--- src/inc/gppc_defines.svh ---
`ifndef GPPC_DEFINES_SVH
`define GPPC_DEFINES_SVH
// Port select and word index within a port window
`define GPPC_PORT_LSB 13
`define GPPC_IDX_DIR 4'h0
`define GPPC_IDX_INEN 4'h1
`define GPPC_IDX_PU 4'h2
`define GPPC_IDX_PD 4'h3
`define GPPC_IDX_OD 4'h4
`define GPPC_IDX_DRV 4'h5
`define GPPC_IDX_LOCK 4'h6
`define GPPC_IDX_DIN 4'h7
`define GPPC_IDX_DOUT 4'h8
`define GPPC_IDX_SETRST 4'h9
`define GPPC_IDX_RST 4'hA
`define GPPC_LOCK_KEY 16'h5FA0
`define GPPC_PA_INEN_RST 16'h0200
`define GPPC_PA_PU_RST 16'h3200
`define GPPC_PA_MASK 16'hFFFF
`define GPPC_PB_MASK 16'hFFFF
`define GPPC_PC_MASK 16'h00FF
`endif

--- src/inc/gppc_pkg.sv ---
package gppc_pkg;
  typedef logic [2:0][15:0] gppc_port16_t;
  typedef struct packed {
    gppc_port16_t dir;
    gppc_port16_t inen;
    gppc_port16_t pu;
    gppc_port16_t pd;
    gppc_port16_t od;
    gppc_port16_t dout;
    gppc_port16_t lock;
    gppc_port16_t sync1;
    gppc_port16_t sync2;
    logic [2:0][31:0] drv;
    logic [2:0] lock_en;
    logic [31:0] prdata;
    logic pslverr;
  } gppc_state_t;
  typedef struct packed {
    logic [39:0] analog_n;
    logic [39:0] altfunc_output_enable_n;
    logic [39:0] altfunc_input_enable_n;
  } gppc_af_ctl_t;
  typedef struct packed {
    logic [39:0] pad_analog_enable_n;
    logic [39:0] pad_output_enable_n;
    logic [39:0] pad_input_enable_n;
    logic [39:0] pad_dout;
    logic [39:0] pull_up_en;
    logic [39:0] pull_down_en;
    logic [39:0] open_drain;
    logic [79:0] drive;
    logic [39:0] pin_locked;
  } gppc_pad_ctl_t;
endpackage : gppc_pkg

--- src/hdl/gppc_top.sv ---
// What this block does
// - Forty pins: port A 16, port B 16, port C 8, own registers each.
// - Reset leaves alternate functions off, pins input-disabled, no pulls.
// - Boot and debug pins leave reset with pull-up enabled; only port A pin 9 also has input enabled.
// - One direction bit per pin in the direction control register.
// - Direction 0 means input, 1 means output.
// - Pad level reads in input data only while input enable set.
// - Input enable clear turns buffer off; input reads zero.
// - Pull-up wins over pull-down when both selected.
// - Output pins are driven from the output data register bit.
// - Open-drain bit clear gives push-pull, set gives open-drain.
// - Open-drain pins ignore pull-up and pull-down selections.
// - Set/reset writes touch only bits written as one.
// - Set wins over reset for the same bit in one write.
// - Two-bit drive current field per pin in drive select register.
// - In GPIO mode pad enables follow direction and input enable.
// - Analog, output and input pad enables follow the mode table.
// - An engaged port lock holds until reset.
// - Write 0x5FA0_0001 reads back enabled and freezes pin 0 only.
//
// The register offsets and register access over APB were left to the implementer.
`timescale 1ns/10ps
`include "gppc_defines.svh"
module gppc_top (
  input wire logic pclk,
  input wire logic presetn,
  input wire logic psel,
  input wire logic penable,
  input wire logic pwrite,
  input wire logic [14:0] paddr,
  input wire logic [31:0] pwdata,
  output logic [31:0] prdata,
  output logic pready,
  output logic pslverr,
  input wire logic [39:0] pad_in,
  input wire gppc_pkg::gppc_af_ctl_t af_ctl,
  output gppc_pkg::gppc_pad_ctl_t pad_ctl
);
  gppc_pkg::gppc_state_t st_ff;
  gppc_pkg::gppc_state_t nxt_st;
  logic [47:0] pad_in48;
  logic [1:0] port_sel;
  logic [3:0] idx;
  logic wr_en;
  logic rd_setup;

  // Pins implemented in each port; unimplemented bits stay zero
  function automatic logic [15:0] port_mask(input int p);
    if (p == 0) begin
      port_mask = `GPPC_PA_MASK;
    end else if (p == 1) begin
      port_mask = `GPPC_PB_MASK;
    end else begin
      port_mask = `GPPC_PC_MASK;
    end
  endfunction : port_mask

  // Keep locked bits, take written bits elsewhere
  function automatic logic [15:0] merge16(input logic [15:0] old_v,
      input logic [15:0] new_v, input logic [15:0] lk, input logic [15:0] pm);
    merge16 = (old_v & lk) | (new_v & ~lk & pm);
  endfunction : merge16

  function automatic logic [31:0] widen2(input logic [15:0] m);
    logic [31:0] r;
    r = 32'h0000_0000;
    for (int i = 0; i < 16; i++) begin
      r[2*i +: 2] = {2{m[i]}};
    end
    widen2 = r;
  endfunction : widen2

  function automatic logic idx_mapped(input logic [1:0] ps,
      input logic [3:0] ix);
    idx_mapped = (ps != 2'h3) && (ix <= `GPPC_IDX_RST);
  endfunction : idx_mapped

  assign pad_in48 = {8'h00, pad_in};
  assign port_sel = paddr[`GPPC_PORT_LSB +: 2];
  assign idx = paddr[5:2];
  assign wr_en = psel & penable & pwrite;
  assign rd_setup = psel & ~penable;

  always_comb begin
    logic [15:0] pm;
    logic [15:0] lk;
    logic [31:0] rd;
    logic [15:0] setb;
    logic [15:0] rstb;
    pm = 16'h0000;
    lk = 16'h0000;
    rd = 32'h0000_0000;
    setb = 16'h0000;
    rstb = 16'h0000;
    nxt_st = st_ff;
    for (int p = 0; p < 3; p++) begin
      // First stage feeds only the second
      nxt_st.sync1[p] = pad_in48[16*p +: 16] & port_mask(p);
      nxt_st.sync2[p] = st_ff.sync1[p];
      pm = port_mask(p);
      lk = st_ff.lock[p];
      if (wr_en && port_sel == p[1:0]) begin
        if (idx == `GPPC_IDX_DIR) begin
          nxt_st.dir[p] = merge16(st_ff.dir[p], pwdata[15:0], lk,
            pm);
        end else if (idx == `GPPC_IDX_INEN) begin
          nxt_st.inen[p] = merge16(st_ff.inen[p], pwdata[15:0], lk, pm);
        end else if (idx == `GPPC_IDX_PU) begin
          nxt_st.pu[p] = merge16(st_ff.pu[p], pwdata[15:0], lk, pm);
        end else if (idx == `GPPC_IDX_PD) begin
          nxt_st.pd[p] = merge16(st_ff.pd[p], pwdata[15:0], lk, pm);
        end else if (idx == `GPPC_IDX_OD) begin
          nxt_st.od[p] = merge16(st_ff.od[p], pwdata[15:0], lk,
            pm);
        end else if (idx == `GPPC_IDX_DRV) begin
          nxt_st.drv[p] = (st_ff.drv[p] & widen2(lk)) |
            (pwdata & widen2(~lk & pm));
        end else if (idx == `GPPC_IDX_LOCK) begin
          // Once engaged nothing but reset reopens the port
          if (!st_ff.lock_en[p] &&
              pwdata[31:16] == `GPPC_LOCK_KEY) begin
            nxt_st.lock_en[p] = 1'b1;
            nxt_st.lock[p] = pwdata[15:0] & pm;
          end
        end else if (idx == `GPPC_IDX_DOUT) begin
          nxt_st.dout[p] = pwdata[15:0] & pm;
        end else if (idx == `GPPC_IDX_SETRST) begin
          setb = pwdata[15:0] & pm;
          rstb = pwdata[31:16] & pm;
          // Set applied last so it overrides a reset of the same bit
          nxt_st.dout[p] = (st_ff.dout[p] & ~rstb) | setb;
        end else if (idx == `GPPC_IDX_RST) begin
          rstb = pwdata[15:0] & pm;
          nxt_st.dout[p] = st_ff.dout[p] & ~rstb;
        end
      end
      if (port_sel == p[1:0]) begin
        if (idx == `GPPC_IDX_DIR) begin
          rd = {16'h0000, st_ff.dir[p]};
        end else if (idx == `GPPC_IDX_INEN) begin
          rd = {16'h0000, st_ff.inen[p]};
        end else if (idx == `GPPC_IDX_PU) begin
          rd = {16'h0000, st_ff.pu[p]};
        end else if (idx == `GPPC_IDX_PD) begin
          rd = {16'h0000, st_ff.pd[p]};
        end else if (idx == `GPPC_IDX_OD) begin
          rd = {16'h0000, st_ff.od[p]};
        end else if (idx == `GPPC_IDX_DRV) begin
          rd = st_ff.drv[p];
        end else if (idx == `GPPC_IDX_LOCK) begin
          rd = {st_ff.lock_en[p] ? `GPPC_LOCK_KEY : 16'h0000,
            st_ff.lock[p]};
        end else if (idx == `GPPC_IDX_DIN) begin
          rd = {16'h0000, st_ff.sync2[p] & st_ff.inen[p]};
        end else if (idx == `GPPC_IDX_DOUT) begin
          rd = {16'h0000, st_ff.dout[p]};
        end else begin
          rd = 32'h0000_0000;
        end
      end
    end
    // Read data is captured in the setup cycle so the access can end at once
    if (rd_setup) begin
      nxt_st.prdata = pwrite ? 32'h0000_0000 : rd;
      nxt_st.pslverr = ~idx_mapped(port_sel, idx);
    end
  end

  always_ff @(posedge pclk or negedge presetn) begin
    if (!presetn) begin
      st_ff <= '0;
      st_ff.inen[0] <= `GPPC_PA_INEN_RST;
      st_ff.pu[0] <= `GPPC_PA_PU_RST;
    end else begin
      st_ff <= nxt_st;
    end
  end

  assign pready = 1'b1;
  assign prdata = st_ff.prdata;
  assign pslverr = st_ff.pslverr & psel & penable;

  genvar g;
  generate
    for (g = 0; g < 40; g++) begin : g_pin
      localparam int P = g / 16;
      localparam int N = g % 16;
      logic dir_b;
      logic inen_b;
      logic od_b;
      logic pu_b;
      logic pd_b;
      logic ana_n;
      logic afo_n;
      logic afi_n;
      assign dir_b = st_ff.dir[P][N];
      assign inen_b = st_ff.inen[P][N];
      assign od_b = st_ff.od[P][N];
      assign pu_b = st_ff.pu[P][N];
      assign pd_b = st_ff.pd[P][N];
      assign ana_n = af_ctl.analog_n[g];
      assign afo_n = af_ctl.altfunc_output_enable_n[g];
      assign afi_n = af_ctl.altfunc_input_enable_n[g];
      // Analog modes take precedence; pad stays output-disabled there
      always_comb begin
        if (!ana_n) begin
          pad_ctl.pad_analog_enable_n[g] = 1'b0;
          pad_ctl.pad_output_enable_n[g] = 1'b1;
          pad_ctl.pad_input_enable_n[g] = ~inen_b;
        end else if (!afo_n) begin
          pad_ctl.pad_analog_enable_n[g] = 1'b1;
          pad_ctl.pad_output_enable_n[g] = 1'b0;
          pad_ctl.pad_input_enable_n[g] = ~inen_b;
        end else if (!afi_n) begin
          pad_ctl.pad_analog_enable_n[g] = 1'b1;
          pad_ctl.pad_output_enable_n[g] = 1'b1;
          pad_ctl.pad_input_enable_n[g] = 1'b0;
        end else begin
          pad_ctl.pad_analog_enable_n[g] = 1'b1;
          pad_ctl.pad_output_enable_n[g] = ~dir_b;
          pad_ctl.pad_input_enable_n[g] = ~inen_b;
        end
      end
      assign pad_ctl.pad_dout[g] = st_ff.dout[P][N];
      assign pad_ctl.open_drain[g] = od_b;
      assign pad_ctl.pull_up_en[g] = pu_b & ~od_b;
      assign pad_ctl.pull_down_en[g] = pd_b & ~pu_b &
        ~od_b;
      assign pad_ctl.drive[2*g +: 2] = st_ff.drv[P][2*N +: 2];
      assign pad_ctl.pin_locked[g] = st_ff.lock[P][N];
    end
  endgenerate
endmodule : gppc_top

--- config.mk ---
export PLATFORM = sky130hd
export DESIGN_NAME = gppc_top
export DESIGN_NICKNAME = d
export VERILOG_FILES = /design/src/inc/gppc_pkg.sv /design/src/hdl/gppc_top.sv
export VERILOG_INCLUDE_DIRS = /design/src /design/src/inc
export SDC_FILE = /design/constraint.sdc
export NUM_CORES = 1
export LEC_CHECK = 0
export CAP_MARGIN = 20
export CORE_AREA = 4 4 252 254
export CTS_BUF_LIST = sky130_fd_sc_hd__clkbuf_8
export CTS_CLUSTER_SIZE = 40
export DETAILED_ROUTE_END_ITERATION = 12
export DIE_AREA = 0 0 256 258
export DONT_BUFFER_PORTS = 1
export MAX_ROUTING_LAYER = met4
export SLEW_MARGIN = 0
export SYNTH_ARGS = -nofsm -noshare
export SYNTH_HDL_FRONTEND = slang
export SYNTH_SLANG_ARGS = --single-unit
export TNS_END_PERCENT = 20
--- constraint.sdc ---
create_clock -name pclk -period 2 [get_ports pclk]
set_clock_uncertainty 0.15 [all_clocks]
set_input_delay 0.4 -clock pclk [delete_from_list [all_inputs] [get_ports pclk]]
set_output_delay 0.4 -clock pclk [all_outputs]
set_load 0.05 [all_outputs]
==> impl_metrics.tcl <==
set metrics [dict create \
    status "complete, but fails checks" \
    violations "negative hold slack, negative setup slack" \
    fill_cells 5239 \
    rsz0062_at_grt "yes" \
    clock_latency_ps 700 \
    start_util_pct 42.6 \
    nets 3105 \
    grt_overflow 0 \
    hpwl_mm 76.4 \
    ios 646 \
    hold_path_class "in2async" \
    vdd_ir_drop_max_v 0.000465 \
    die_y_um 258 \
    root_buffer "clkbuf_8" \
    track_usage_pct 33.9 \
    syn2layout_area_growth_pct 27.4 \
    drv_slew 0 \
    cts-htree-levels 3 \
    antenna_left 0 \
    start_kind "flip-flop" \
    worstRegToRegCells 5 \
    vias_per_cell 6.02 \
    drt-wirelength-per-cell_um 30.1 \
    synth_top_area_share_pct 45.3 \
    cts_buffers 87 \
    cts_tree "done" \
    cp_data_arrival_time_ps 1690 \
    vias 22637 \
    cp_max_fo 4 \
    synth.most_common_cell "dfrtp_1" \
    grt_pass1_wl_mm 162 \
    r2r_start "g_pin[38].inen_b" \
    worst_pin_slew_ps 1160 \
    die_w_um 256 \
    power.density_nw_per_um2 739 \
    cts.clk_slew.worst_paths_ps 50 \
    finalCritPeriodShare_pct 112 \
    synth_warnings 0 \
    dieArea_um2 66000 \
    fmaxAchievable_mhz 446 \
    finalWirelength_mm 113 \
    clk_path_buf_depth 3 \
    grt_max_degree 477 \
    async_flop_share_pct 100 \
    placed_cell_area_um2 28500 \
    fin_ws_ps -243 \
    post-route-util_pct 54.3 \
    syn_inst 2650 \
    hold_viol 476 \
    syn_nets 2862 \
    drt_iter0_drc 2117 \
    cp-end-kind "output port" \
    setup_viol 119 \
    row_count 91 \
    firstDrtPassIters 8 \
    fin_area_um2 33200 \
    dp_slack_ps -695 \
    drcViolationCount 0 \
    netlist_area_um2 26100 \
    syn_avg_cell_area_um2 9.84 \
    io_buffers 0 \
    grt_pass1_vias 23105 \
    antenna_found_initial 4 \
    cp-endpoint "pad_ctl[196]" \
    postCtsHoldBufs 91 \
    synthDistinctLibCells 62 \
    ys_seq_elements 476 \
    clkSinkCount 476 \
    rrSetupSlack_ps 80 \
    synth_common_cells "dfrtp_1 (472), mux2_2 (299), nor2_1 (295)" \
    ys_seq_area_share_pct 45.7 \
    power.leakage_uw 0.0164 \
    reg2reg_to "prdata[6]" \
    routabilityCongestion 0.902 \
    layout_min_cycle_time_ps 2240 \
    synthTopCellsByArea "dfrtp_1 (45%), mux2_2 (13%), buf_4 (7.9%)" \
    synth_edf_count 0 \
    maxCapViolations 0 \
    worst_slew_margin_rel_pct 22.9 \
    critPathLaunch "pad_ctl[156]" \
    ys.flop_type "dfrtp_1" \
    hold_slack_ps -707 \
    core_area_um2 61300 \
    drive_gt1_share_pct 42.9 \
    crit_required_ps 1450 \
    crit_type "reg2out" \
    synth_area_leader_cell "dfrtp_1" \
]
-- logic make-up after synthesis --
logic type / share of synthesized area [%]
simple gates: 13.8
flops: 45.7
mux: 14.3
buf+inv: 11.3
compound gates: 14.8
other cells: 0.0144
-- report_power, final --
group	switching, µW	total (µW)	internal [µW]
registers	589	10600	10000
logic	2400	3860	1460
clock network	4500	10100	5560
total	7490	24600	17100
-- cells in the final DEF, fill, tap and decap left out, types with 11 or more instances in the layout --
master and instances:
a22o_1 19, nor2_1 292, a2bb2oi_1 11, a21oi_1 78
a21bo_2 19, a221oi_1 27, o32a_1 12, nand2_1 183
inv_1 67, nand3_1 15, dfrtp_2 78, nand2b_1 34
mux2_2 299, o21ai_0 129, buf_12 37, nor3b_1 16
o22ai_1 54, nor3b_4 15, clkbuf_8 108, a31oi_1 44
a21o_1 12, buf_6 97, nor3b_2 25, buf_8 25
nor2b_2 12, a21boi_0 35, nor2b_1 24, nand2_4 38
buf_4 365, nor2b_4 26, clkinv_2 13, o221ai_1 33
o2bb2ai_1 21, nand2_2 38, dfrtp_1 394, mux2_4 18
dlygate4sd3_1 80
-- critical path, stage by stage, from the launching register on --
cell	delay (ps)
dfrtp_1	400
buf_8	170
nor3b_4	240
buf_6	190
-- flip-flops by register name, summed over array words and instances, names as in the netlist --
signal and cells:
g_pin.pu_b 40, prdata 32, g_pin.inen_b 40, nxt_st 40, g_pin.dir_b 40, pad_ctl 200, st_ff 44, g_pin.pd_b 40
-- final cells by class --
class                      instances  area, µm²  area share, %
antenna                            8       20.0         0.0602
inverter                          45        169          0.508
timing repair buffer             610       5820           17.5
clock buffer                     108       1490           4.47
clock inverter                    49        380           1.14
tap                              790        988           2.97
sequential                       476      12000           36.1
multi-input combinational       1673      12400           37.2
-- per-layer routing --
layer / share of wire, % / up-vias / GRT usage [%] / wire length [µm]
li1: - / 9505 / - / -
met1: 39 / 11473 / 41.7 / 44000
met2: 47 / 1366 / 53.4 / 52900
met3: 9.9 / 293 / 9.15 / 11200
met4: 4.4 / 0 / 13.3 / 4970
met5: 0 / - / - / 0
-- how the worst min path moves through the flow --
stage                           to  slack (ps)
finish                 nxt_st[151]        -710
global route           nxt_st[151]        -750
CTS                  g_pin[2].pd_b        -790
detailed placement     nxt_st[151]         -30
global placement       nxt_st[151]         -20
floorplan           g_pin[0].dir_b         -50
-- stage by stage --
| stage | total power, µW | setup TNS (ps) | instances | hold WS [ps] |
|---|---|---|---|---|
| 5_1_grt | 25400 | -18460 | 3757 | -749 |
| 6_report | 24600 | -9710 | 3759 | -707 |
| 2_1_floorplan | 13300 | -60070 | 2650 | -45.6 |
| 3_3_place_gp | 13900 | -50060 | 3453 | -23.0 |
| 3_5_place_dp | 13900 | -58430 | 3453 | -26.4 |
| 4_1_cts | 24600 | -17320 | 3731 | -787 |
-- repair_timing --
item                                    in CTS  in global routing
resized for setup                          359                 88
pin swaps                                   56                 19
endpoints found under the hold margin      901                476
buffers inserted                            30                 19
endpoints found under the setup margin     203                206
Note: power is estimated with default switching activity, not from simulation.
